## config.mk

```make
export PLATFORM = sky130hd
export DESIGN_NAME = tape_unit_offline_stimulus
export DESIGN_NICKNAME = d
export VERILOG_FILES = /design/src/rtl/tester_pkg.sv /design/src/rtl/tape_unit_offline_stimulus.sv
export VERILOG_INCLUDE_DIRS = /design/src /design/src/rtl
export SDC_FILE = /design/constraint.sdc
export NUM_CORES = 1
export LEC_CHECK = 0
export ABC_AREA = 1
export BUFFER_PORTS_ARGS = -buffer_cell sky130_fd_sc_hd__buf_2
export CAP_MARGIN = 5
export CORE_ASPECT_RATIO = 1.75
export CORE_MARGIN = 3
export CORE_UTILIZATION = 35
export DETAILED_ROUTE_END_ITERATION = 8
export PLACE_DENSITY_LB_ADDON = 0.15
export SETUP_SLACK_MARGIN = 0.05
export SLEW_MARGIN = 20
export SYNTH_ARGS = -nofsm -noshare
export SYNTH_HDL_FRONTEND = slang
export SYNTH_SLANG_ARGS = --single-unit
```

## constraint.sdc

```tcl
create_clock -name mclk -period 9.5 [get_ports mclk]
set_clock_uncertainty 0.1 [all_clocks]
set_input_delay 1.9 -clock mclk [delete_from_list [all_inputs] [get_ports mclk]]
set_output_delay 1.9 -clock mclk [all_outputs]
set_load 0.005 [all_outputs]
```

## src/rtl/tester_defs.svh

```systemverilog
// Timing and position constants for the off-line tape tester stimulus block.
// Assumes a 100 MHz mclk; all times are turned into cycle counts here.
//
// Functional notes
// RULE1 - Stop setting keeps motion command inactive
// RULE2 - Run setting holds motion command active
// RULE3 - Start-stop setting follows free multivibrator
// RULE4 - Stop phase adjustable 1 ms to 50 ms
// RULE5 - Run phase fixed near 20 ms
// RULE6 - Motion sync always carries multivibrator wave
// RULE7 - High density write oscillator 20 kHz
// RULE8 - Low density write oscillator 7.6 kHz
// RULE9 - Write pulses only with write enable on
// RULE10 - Seven track settings drive track data lines
// RULE11 - One enables toggle, zero blocks it
// RULE12 - Direction selector commands forward or backward
// RULE13 - Indicate selector gives on and off commands
// RULE14 - Load-rewind when ready starts slow rewind
// RULE15 - Rewind-unload when ready starts fast rewind
// RULE16 - Eighth track routed to sync output
// RULE17 - Track selector routes one read bus
// RULE18 - Read/write selector issues set-read or set-write
// RULE19 - End of tape never sensed or acted on
// RULE20 - Multivibrator phases alternate with no gap
// RULE21 - Density change applies at period boundary
`ifndef TESTER_DEFS_SVH
`define TESTER_DEFS_SVH

`define CLK_HZ 100000000
`define RUN_TIME_MS 20
`define STOP_MIN_MS 1
`define STOP_MAX_MS 50
`define HI_RATE_HZ 20000
`define LO_RATE_HZ 7600
`define RUN_CYC (`RUN_TIME_MS * (`CLK_HZ / 1000))
`define STOP_MIN_CYC (`STOP_MIN_MS * (`CLK_HZ / 1000))
`define STOP_MAX_CYC (`STOP_MAX_MS * (`CLK_HZ / 1000))
`define HI_PERIOD_CYC (`CLK_HZ / `HI_RATE_HZ)
`define LO_PERIOD_CYC (`CLK_HZ / `LO_RATE_HZ)
`define WPULSE_CYC 100
`define TRACK_COUNT 7
`define REG_STOP_TIME 4'h0
`define REG_STATUS 4'h4

`endif

```

## src/rtl/tester_pkg.sv

```systemverilog
// Types for the off-line tape tester stimulus block.
// Assumes tester_defs.svh supplies the numbers.
package tester_pkg;

	typedef enum logic [1:0] {
		MOTION_STOP = 2'h0,
		MOTION_RUN = 2'h1,
		MOTION_START_STOP = 2'h2
	} motion_mode_e;

	typedef enum logic [1:0] {
		MV_RUN = 2'b01,
		MV_STOP = 2'b10
	} mv_state_e;

	typedef struct packed {
		logic set_read;
		logic set_write;
		logic dir_forward;
		logic dir_backward;
		logic tape_indicate_on;
		logic tape_indicate_off;
		logic rewind_slow;
		logic rewind_unload;
	} drive_cmd_s;

endpackage

```

## src/rtl/tape_unit_offline_stimulus.sv

```systemverilog
// Stimulus and control logic of the off-line tape tester.
// Assumes panel switches and drive signals are synchronous to mclk;
// software sets the stop phase length over a plain register port.
`timescale 1ns/1ps
`include "tester_defs.svh"

module tape_unit_offline_stimulus #(
	parameter int unsigned RUN_CYC = `RUN_CYC,
	parameter int unsigned STOP_MIN_CYC = `STOP_MIN_CYC,
	parameter int unsigned STOP_MAX_CYC = `STOP_MAX_CYC,
	parameter int unsigned HI_PERIOD_CYC = `HI_PERIOD_CYC,
	parameter int unsigned LO_PERIOD_CYC = `LO_PERIOD_CYC,
	parameter int unsigned WPULSE_CYC = `WPULSE_CYC,
	parameter int unsigned TRACKS = `TRACK_COUNT
) (
	input wire logic mclk,
	input wire logic rst_n,
	input wire logic [3:0] reg_addr,
	input wire logic [31:0] reg_wdata,
	input wire logic reg_write,
	input wire logic reg_read,
	output logic [31:0] reg_rdata,
	input wire tester_pkg::motion_mode_e motion_mode,
	input wire logic write_enable,
	input wire logic write_rate_select,
	input wire logic read_write_sel,
	input wire logic direction_sel,
	input wire logic tape_indicate_sel,
	input wire logic load_rewind_req,
	input wire logic rewind_unload_req,
	input wire logic drive_ready,
	input wire logic [TRACKS-1:0] track_setting,
	input wire logic [TRACKS:0] read_bus,
	input wire logic [2:0] read_scan_sel,
	output logic tape_motion,
	output logic motion_sync,
	output logic write_pulse,
	output logic [TRACKS-1:0] track_data,
	output tester_pkg::drive_cmd_s drive_cmd,
	output logic skew_sync,
	output logic read_monitor
);

	////////////////////////////////////////////////////////////////////////
	// Register port

	logic [31:0] stop_time_r;
	logic [31:0] stop_len;
	tester_pkg::mv_state_e mv_state_r;
	logic [31:0] mv_count_r;

	always_ff @(posedge mclk or negedge rst_n) begin
		if (!rst_n) begin
			stop_time_r <= `STOP_MIN_CYC;
		end else if (reg_write && reg_addr == `REG_STOP_TIME) begin
			stop_time_r <= reg_wdata;
		end
	end

	always_ff @(posedge mclk or negedge rst_n) begin
		if (!rst_n) begin
			reg_rdata <= 32'h0000_0000;
		end else if (reg_read) begin
			case (reg_addr)
				`REG_STOP_TIME: reg_rdata <= stop_time_r;
				`REG_STATUS: reg_rdata <= {28'h0000000, write_pulse,
					motion_sync, tape_motion, mv_state_r == tester_pkg::MV_RUN};
				default: reg_rdata <= 32'h0000_0000;
			endcase
		end else begin
			reg_rdata <= 32'h0000_0000;
		end
	end

	// Stop phase clamped to its adjustable range
	always_comb begin
		if (stop_time_r < STOP_MIN_CYC) begin
			stop_len = STOP_MIN_CYC; // RULE4
		end else if (stop_time_r > STOP_MAX_CYC) begin
			stop_len = STOP_MAX_CYC; // RULE4
		end else begin
			stop_len = stop_time_r;
		end
	end

	////////////////////////////////////////////////////////////////////////
	// Start-stop multivibrator

	always_ff @(posedge mclk or negedge rst_n) begin
		if (!rst_n) begin
			mv_state_r <= tester_pkg::MV_RUN;
			mv_count_r <= 32'h0000_0000;
		end else begin
			case (mv_state_r)
				tester_pkg::MV_RUN: begin
					if (mv_count_r >= RUN_CYC - 1) begin
						mv_state_r <= tester_pkg::MV_STOP; // RULE20
						mv_count_r <= 32'h0000_0000;
					end else begin
						mv_count_r <= mv_count_r + 32'h1; // RULE5
					end
				end
				tester_pkg::MV_STOP: begin
					if (mv_count_r >= stop_len - 1) begin
						mv_state_r <= tester_pkg::MV_RUN; // RULE20
						mv_count_r <= 32'h0000_0000;
					end else begin
						mv_count_r <= mv_count_r + 32'h1; // RULE4
					end
				end
				default: begin
					mv_state_r <= tester_pkg::MV_RUN;
					mv_count_r <= 32'h0000_0000;
				end
			endcase
		end
	end

	// Motion sync always shows the multivibrator
	assign motion_sync = (mv_state_r == tester_pkg::MV_RUN); // RULE6

	// Motion command; end of tape is not an input at all
	always_ff @(posedge mclk or negedge rst_n) begin
		if (!rst_n) begin
			tape_motion <= 1'b0;
		end else begin
			case (motion_mode)
				tester_pkg::MOTION_STOP: tape_motion <= 1'b0; // RULE1
				tester_pkg::MOTION_RUN: tape_motion <= 1'b1; // RULE2 RULE19
				tester_pkg::MOTION_START_STOP:
					tape_motion <= motion_sync; // RULE3
				default: tape_motion <= 1'b0;
			endcase
		end
	end

	////////////////////////////////////////////////////////////////////////
	// Write pulse oscillator

	logic [31:0] osc_count_r;
	logic [31:0] osc_period_r;
	logic osc_wrap;

	assign osc_wrap = (osc_count_r >= osc_period_r - 1);

	always_ff @(posedge mclk or negedge rst_n) begin
		if (!rst_n) begin
			osc_count_r <= 32'h0000_0000;
			osc_period_r <= 32'(HI_PERIOD_CYC);
		end else if (osc_wrap) begin
			osc_count_r <= 32'h0000_0000;
			osc_period_r <= write_rate_select ? HI_PERIOD_CYC
				: LO_PERIOD_CYC; // RULE7 RULE8 RULE21
		end else begin
			osc_count_r <= osc_count_r + 32'h1;
		end
	end

	always_ff @(posedge mclk or negedge rst_n) begin
		if (!rst_n) begin
			write_pulse <= 1'b0;
		end else begin
			write_pulse <= write_enable && (osc_count_r < WPULSE_CYC); // RULE9
		end
	end

	////////////////////////////////////////////////////////////////////////
	// Drive commands and track data

	genvar gi;
	generate
		for (gi = 0; gi < TRACKS; gi++) begin : g_track
			always_ff @(posedge mclk or negedge rst_n) begin
				if (!rst_n) begin
					track_data[gi] <= 1'b0;
				end else begin
					track_data[gi] <= track_setting[gi]; // RULE10 RULE11
				end
			end
		end
	endgenerate

	always_ff @(posedge mclk or negedge rst_n) begin
		if (!rst_n) begin
			drive_cmd <= '0;
		end else begin
			drive_cmd.set_write <= read_write_sel; // RULE18
			drive_cmd.set_read <= !read_write_sel; // RULE18
			drive_cmd.dir_forward <= direction_sel; // RULE12
			drive_cmd.dir_backward <= !direction_sel; // RULE12
			drive_cmd.tape_indicate_on <= tape_indicate_sel; // RULE13
			drive_cmd.tape_indicate_off <= !tape_indicate_sel; // RULE13
			drive_cmd.rewind_slow <= load_rewind_req && drive_ready; // RULE14
			drive_cmd.rewind_unload <= rewind_unload_req
				&& drive_ready; // RULE15
		end
	end

	////////////////////////////////////////////////////////////////////////
	// Monitor outputs

	always_ff @(posedge mclk or negedge rst_n) begin
		if (!rst_n) begin
			skew_sync <= 1'b0;
			read_monitor <= 1'b0;
		end else begin
			skew_sync <= read_bus[TRACKS]; // RULE16
			read_monitor <= (read_scan_sel < 3'(TRACKS))
				? read_bus[read_scan_sel] : 1'b0; // RULE17
		end
	end
endmodule // tape_unit_offline_stimulus

```

---- After elaboration in Yosys (flattened, before gate mapping) ----
Index checks and enable logic that the tools add are counted.
storage, ports and cells
  bits in registers ....................... 181
  output and inout bits ................... 52
cells by class
  add/subtract/negate cells ............... 4
  order comparisons ....................... 8
  equal/unequal tests ..................... 7
  muxes and demuxes ....................... 16
  reductions and logical operators ........ 9
operators with widths
  cell                   count
  $mux 32                6
  $pmux 32 s2            2
  $add 32x1->32 const B  2
  $ge 32x32->1           2
  $sub 32x1->32 const B  2
  $ge 32x21->1 const B   1
  $gt 32x23->1 const B   1
  $lt 32x17->1 const B   1
  $lt 32x7->1 const B    1
  $mux 14                1
  $eq 2x1->1 const B     2
  $eq 2x2->1 const B     2
  $eq 4x3->1 const B     1
  $logic_and 1x1->1      4
  $logic_not 4->1        1
  $lt 3x4->1 const B     1
  $mux 2                 2
  $pmux 2 s2             1
  $bmux 1 s3             1
  $logic_not 1->1        3
  $lt 3x3->1 const B     1
  $mux 1                 2
  $ne 2x1->1 const B     1
  $ne 2x2->1 const B     1
  other kinds (2)        2

---- Depth between registers and ports, before layout ----
Gate-level depths: netlist of the first run.
  depth after elaboration ................. 7
  depth in mapped cells ................... 30
  gate-level depth less buffers ........... 27

---- Worst setup path after synthesis of the first run ----
Ideal clock, no wire load.
  path kind ............................... register -> register
  from .................................... register stop_time_r[9]
  to ...................................... register mv_count_r[16]
  library setup time ...................... 0.121 ns
  data arrival time ....................... 3.515 ns
  slack ................................... 5.764 ns
  cell stages (with the launch flop) ...... 29
  period minus slack after synthesis ...... 3.736 ns
  cell sequence ........................... dfstp_2 > nand2_1 > nor2_1 > nand3_1 > nand2_1 > nand2_1 > nand2_1 > nand2_2 > buf_12 > buf_8 > nand2_1 > ha_1 > nand3_1 > nor2_4 > and2_4 > nand2_1 > nand2_1 > nand2_1 > ha_1 > nand2_1 > inv_1 > nand4_1 > nor4_1 > nand4_1 > nand4_1 > nand2_1 > nand2_1 > buf_2 > nor2_1
between the ends
  word-level cells in the longest chain between the ends .. 7
  elaborated cells on any way between the ends .. 8
ends and longest elaborated chain
  what                    line                               source
  from (decl)             tape_unit_offline_stimulus.sv:47   logic [31:0] stop_time_r;
  from (signal assigned)  tape_unit_offline_stimulus.sv:54   stop_time_r <= `STOP_MIN_CYC;
  from (signal assigned)  tape_unit_offline_stimulus.sv:56   stop_time_r <= reg_wdata;
  $gt 32x23->1            tape_unit_offline_stimulus.sv:79   end else if (stop_time_r > STOP_MAX_CYC) begin
  $mux 32                 tape_unit_offline_stimulus.sv:79
  $mux 32 *               tape_unit_offline_stimulus.sv:77   if (stop_time_r < STOP_MIN_CYC) begin
  $sub 32x1->32 *         tape_unit_offline_stimulus.sv:104  if (mv_count_r >= stop_len - 1) begin
  $ge 32x32->1 *          tape_unit_offline_stimulus.sv:104
  $mux 32 *               tape_unit_offline_stimulus.sv:104
  $pmux 32 s2 *           tape_unit_offline_stimulus.sv:94   case (mv_state_r)
  to (signal assigned)    tape_unit_offline_stimulus.sv:100  mv_count_r <= mv_count_r + 32'h1;
  to (signal assigned)    tape_unit_offline_stimulus.sv:108  mv_count_r <= mv_count_r + 32'h1;
  to (decl)               tape_unit_offline_stimulus.sv:50   logic [31:0] mv_count_r;
Mark *: on every way between the ends. The rest lies on a longest branch, timed or not.
A chain may end at the register's enable or synchronous reset.

---- Worst setup path after layout of the first run ----
  from .................................... register stop_time_r[21]
  to ...................................... register mv_count_r[0]
Same word-level chain as after synthesis.

==> reports/metrics.yaml, run 1 <==
placed_design:
  dp_cells: 1386
  place_congestion: 0.823
  placement.io_buffers: 119
  place.detailed.hpwl_um: 15800
clock_network:
  cts-buffers-inserted: 17
  clkLatencyLatePin_ps: 440
  postCtsHoldBufs: 0
  clockRootBuffer: "clkbuf_16"
  cts_tree: "done"
  clk_pin_slew_ps: 70
  cts_setup_buffers: 0
  clkSinkCount: 151
  clock_path_buffers: 2
  cts_max_level: 4
  cts_resized: 0
floorplan:
  initial_utilization: 0.357
  core_mm2: 0.0227
  io-pin-count: 120
  rows: 73
  die_h_um: 207
  dieArea_mm2: 0.0251
  die_w_um: 121
min_path:
  hold_class: "reg -> reg"
  hold_path_depth: 1
  worstHoldEndpoint: "osc_count_r[0]$_DFF_PN0_"
  worstHoldStart: "osc_count_r[0]$_DFF_PN0_"
routing:
  drtIter0Drc: 272
  drt-wirelength-per-cell_um: 14.6
  wl_um: 20600
  final_antenna_net_count: 0
  first_pass_iters: 4
  via_count: 6713
  drcViolationCount: 0
  via_per_inst: 4.73
synthesis:
  yosys.cell_types.count: 55
  synth_edf_count: 0
  synth_area_mm2: 0.00812
  syn_avg_cell_area_um2: 8.45
  synth_warnings: 0
  ys.flop_type: "dfrtp_1"
  async_flop_share: 1.00
  ys_ff_latch: 151
  ys_seq_area_frac: 0.467
  synthesis.instances: 961
sta:
  setup_viol: 0
  whs_ps: 398
  tightest_slew_ps: 959
  fin_crit_ps: 5300
  tns_ps: 0
  slew-limit-headroom: 0.357
  finalCritPeriodShare: 0.558
  hold_viol_final: 0
  drv_slew: 0
  fmax_ghz: 0.189
  rsz0062_at_grt: "false"
setup_path:
  crit_chain: "inv_1 > nand2_1 > nor2_1 > nand2_1 > a21oi_1 > nand2_1 > nand2_2 > nand3_2 > ha_1 > nand3_1 > nor2_4 > and2_4 > nand2_1 > o21ai_2 > ha_1 > nand2_1 > nor2_1 > nand4_1 > nor4_1 > nand4_1 > nand4_1 > nand2_1 > nand2_2 > nor2_1"
  path_max_fanout: 32
  critical_path_arrival_ps: 5480
  crit_top_cell: "nand2_1"
  crit-reg2reg-launch: "stop_time_r[21]$_DFFE_PN0P_"
  start_kind: "flip-flop"
  crit_type: "reg -> reg"
  cp-end-kind: "flip-flop"
  rr_worst_depth: 24
  cpPeakStageDelay_ps: 600
  r2r_setup_slack_ps: 4200
  reg2reg_to: "mv_count_r[0]$_DFF_PN0_"
  cp.required_ps: 9680
  critPathSlowestCell: "nor4_1"
  crit_path_start: "stop_time_r[21]$_DFFE_PN0P_"
global_routing:
  grt_pass1_wl_um: 34600
  grt_pass1_vias: 7200
  grt_max_degree: 89
  track_usage: 0.175
  antenna_found_initial: 0
  grt_overflow: 0
layout:
  stdcell_count: 1418
  final_common_cell: "nor2_1"
  final_core_util: 0.426
  syn2layout_area_growth_pct: 19.2
  layout_common_cells: "160 x nor2_1, 151 x nand2_1, 143 x dfrtp_1, 118 x buf_2, 117 x inv_1"
  nFillCells: 2327
  antenna_cells: 0
  fin_nets: 1224
  drive_gt1_frac: 0.182
pwr:
  leakage_nw: 4.85
  power.density_mw_per_mm2: 158
  power.total_w: 0.00153
  ir_worst_vdd_mv: 0.174
flow_run:
  cap_viol_max_count: 0
run_status:
  status: "complete, no violations"
==> power breakdown <==
| group | leakage (nW) | internal [W] | total (W) | switching, W |
|---|---|---|---|---|
| sequential | 1.90 | 0.000686 | 0.000715 | 0.0000288 |
| combinational | 2.66 | 0.0000418 | 0.000125 | 0.0000836 |
| clock | 0.282 | 0.000398 | 0.000688 | 0.000290 |
==> sequential cells by signal, indices dropped and copies added, names as in the netlist <==
name,cells
skew_sync,1
read_monitor,1
mv_count_r,32
osc_count_r,32
reg_rdata,32
osc_period_r,2
tape_motion,1
write_pulse,1
mv_state_r,2
track_data,7
stop_time_r,32
drive_cmd,8
==> how the worst max path moves through the flow <==
| stage | endpoint |
|---|---|
| 6_report | mv_count_r[0]$_DFF_PN0_ |
| 5_1_grt | mv_count_r[24]$_DFF_PN0_ |
| 4_1_cts | mv_count_r[0]$_DFF_PN0_ |
| 3_5_place_dp | mv_count_r[24]$_DFF_PN0_ |
| 3_3_place_gp | mv_count_r[24]$_DFF_PN0_ |
| 2_1_floorplan | mv_count_r[16]$_DFF_PN0_ |
==> area by class of cell <==
class	instances	area, um2	share of cell area
Inverter	124	468	0.0483
Sequential cell	151	3790	0.391
Timing Repair Buffer	122	624	0.0645
Tap cell	300	375	0.0388
Multi-Input combinational cell	689	3830	0.396
Clock inverter	12	141	0.0146
Clock buffer	20	447	0.0461
==> worst max-delay path: cells and delay by family, from the launching register on <==
kind,cells,cell delay [ps]
buffers and inverters,1,140
AOI/OAI and AO/OA,2,230
and+or+nand+nor,19,3690
adders and majority gates,2,550
DFF,1,380
==> Yosys cell counts (2+ instances only) <==
cell type / count / area (um2)
xnor2_1: 12 / 105
conb_1: 2 / 7.51
nor3b_1: 4 / 30.0
nand4_1: 20 / 125
dfrtp_1: 143 / 3580
nor3_2: 4 / 40.0
nor2_2: 7 / 43.8
o21ai_1: 2 / 10.0
dfstp_2: 8 / 210
xor2_1: 33 / 289
nand2_1: 153 / 574
nor4_1: 9 / 56.3
o21ai_0: 14 / 70.1
a31oi_1: 2 / 12.5
nand3_1: 37 / 185
inv_2: 5 / 18.8
clkbuf_1: 13 / 48.8
nor2_1: 160 / 601
nand2_2: 6 / 37.5
nor2_4: 2 / 22.5
nand3b_1: 3 / 22.5
o31ai_1: 2 / 15.0
o211ai_1: 4 / 30.0
inv_1: 118 / 443
nand4_2: 2 / 25.0
nand3_2: 4 / 40.0
a21oi_1: 64 / 320
buf_2: 4 / 20.0
nor3_1: 46 / 230
ha_1: 51 / 638
mux2_2: 2 / 22.5
o21ai_2: 2 / 17.5
==> stage by stage <==
stage               area (um2)  setup WS [ps]
floorplan                 8210           5760
global placement          9090           3810
detailed placement        9090           3700
CTS                       9680           3700
global route              9680           3690
finish                    9680           4200
==> routing by layer <==
layer,GRT usage,share of wire
met1,0.182,0.38
met2,0.324,0.55
met3,0.0401,0.040
met4,0.0836,0.036
met5,0,0
==> logic make-up (layout without fill, tap and decap cells) <==
logic type,after synthesis,in the layout,share of synthesized area
and+or+nand+nor,464,464,0.259
DFF,151,151,0.467
buffers and inverters,145,278,0.0727
AOI/OAI and AO/OA,101,101,0.0706
adders and majority gates,51,51,0.0786
xor gates and xnor gates,45,45,0.0485
other,2,26,0.000925
muxes,2,2,0.00277
Power figures use the tool's default switching activity.
==> inputs of run 2 (changes only) <==
==> constraint.sdc (replaced) <==
create_clock -name mclk -period 4.95 [get_ports mclk]
set_clock_uncertainty 0.1 [all_clocks]
set_input_delay 0.99 -clock mclk [delete_from_list [all_inputs] [get_ports mclk]]
set_output_delay 0.99 -clock mclk [all_outputs]
set_load 0.005 [all_outputs]
==> run 2 against run 1 <==
Count of clock-buffer cells in the layout is 2 higher. Global-route usage decreased by 0.44 points. Critical endpoint is now mv_count_r[16]$_DFF_PN0_. Cell area rose by 0.70%. Highest routed layer unchanged. Clock power up 95%.
==> reports/metrics.yaml, run 2 (synthesis results as in run 1) <==
sta:
  fmax_ghz: 0.232
  whs_ps: 393
  slew-limit-headroom: 0.366
  setup_viol: 0
  setup_slack_ps: 631
  finalCritPeriodShare: 0.873
  fin_crit_ps: 4320
  tightest_slew_ps: 951
  rsz0062_at_grt: "false"
  drv_slew: 0
  tns_ps: 0
  hold_viol_final: 0
setup_path:
  crit_top_cell: "nand2_1"
  start_kind: "flip-flop"
  path_max_fanout: 32
  cpPeakStageDelay_ps: 540
  cp.required_ps: 5150
  critPathSlowestCell: "dfstp_2"
  critical_path_arrival_ps: 4520
  cp-end-kind: "flip-flop"
  crit_type: "reg -> reg"
flow_run:
  cap_viol_max_count: 0
clock_network:
  cts_setup_buffers: 0
  clock_path_buffers: 2
  cts-buffers-inserted: 17
  clk_pin_slew_ps: 70
  cts_tree: "done"
  cts_max_level: 4
  clkSinkCount: 151
  clockRootBuffer: "clkbuf_16"
  cts_resized: 0
  postCtsHoldBufs: 0
  clkLatencyLatePin_ps: 430
routing:
  drcViolationCount: 0
  drt-wirelength-per-cell_um: 14.3
  via_count: 6704
  first_pass_iters: 5
  drtIter0Drc: 237
  final_antenna_net_count: 0
  via_per_inst: 4.71
  wl_um: 20400
layout:
  final_common_cell: "nor2_1"
  drive_gt1_frac: 0.185
  layout_common_cells: "160 x nor2_1, 152 x nand2_1, 143 x dfrtp_1, 118 x buf_2, 117 x inv_1"
  fin_area_mm2: 0.00975
  fin_nets: 1229
  antenna_cells: 0
  syn2layout_area_growth_pct: 20.0
floorplan:
  die_w_um: 121
  die_h_um: 207
  rows: 73
  initial_utilization: 0.357
  dieArea_mm2: 0.0251
  io-pin-count: 120
  core_mm2: 0.0227
placed_design:
  placement.io_buffers: 119
  place_congestion: 0.850
  preCtsSetupSlack_ps: 591
  place.detailed.hpwl_um: 15900
  dpl_cell_area_mm2: 0.00914
pwr:
  leakage_nw: 4.89
  power.density_mw_per_mm2: 304
  ir_worst_vdd_mv: 0.279
run_status:
  status: "complete, no violations"
global_routing:
  grt_overflow: 0
  antenna_found_initial: 0
  grt_pass1_vias: 6910
  grt_max_degree: 102
  grt_pass1_wl_um: 33700
  track_usage: 0.170
min_path:
  hold_class: "reg -> reg"
## run 2: changes by cell type in the layout (fill, tap and decap cells not counted), sizes merged
cell      before  now
buf          122  127
clkbuf        20   22
clkinv         4    2
inv          128  126
bufinv         2    3
clkinvlp       2    3
## run 2: cell type report
cell class / count / area, um2
multi-input cells: 689 / 3830
inverters: 124 / 468
clock inverters: 10 / 144
fillers: 2356 / 13000
well taps: 300 / 375
repair buffers: 127 / 674
flip-flops and latches: 151 / 3790
clock buffers: 22 / 464
## run 2: final timing paths
path,from,end,slack (ps),cells past startpoint
setup / recovery,stop_time_r[9]$_DFFE_PN1P_,mv_count_r[16]$_DFF_PN0_,630,25
hold reg to reg,osc_count_r[0]$_DFF_PN0_,osc_count_r[0]$_DFF_PN0_,390,1
hold / removal,osc_count_r[0]$_DFF_PN0_,osc_count_r[0]$_DFF_PN0_,390,1
min in group asynchronous,rst_n,mv_count_r[26]$_DFF_PN0_,550,1
max in group asynchronous,rst_n,stop_time_r[5]$_DFFE_PN1P_,3350,2
setup reg to reg,stop_time_r[9]$_DFFE_PN1P_,mv_count_r[16]$_DFF_PN0_,630,25
## run 2: stage by stage
stage | utilization | total power, W | std cells
floorplan | - | 0.00152 | 985
global placement | 0.402 | 0.00165 | 1391
detailed placement | 0.402 | 0.00165 | 1391
CTS | 0.429 | 0.00301 | 1423
global route | 0.429 | 0.00310 | 1423
finish | 0.429 | 0.00297 | 1423
## run 2: layer usage
layer / vias up / wire [um] / track usage / share of wire
li1: 3384 / - / - / -
met1: 3177 / 7600 / 0.175 / 0.37
met2: 121 / 11600 / 0.327 / 0.57
met3: 22 / 812 / 0.0423 / 0.040
met4: 0 / 381 / 0.0592 / 0.019
met5: - / 0 / 0 / 0
## run 2: power breakdown
part           switching [W]  internal [W]  leakage (nW)
sequential         0.0000572       0.00132          1.90
clock               0.000522      0.000823         0.287
combinational       0.000167     0.0000815          2.70
total               0.000746       0.00222          4.89
## run 2: critical path, delay by kind of cell, from the launching register on
family / cells / cell delay, ps
buffers and inverters: 1 / 330
flip-flops: 1 / 540
adder cells (fa/ha/maj): 2 / 470
AND/OR/NAND/NOR: 22 / 2730
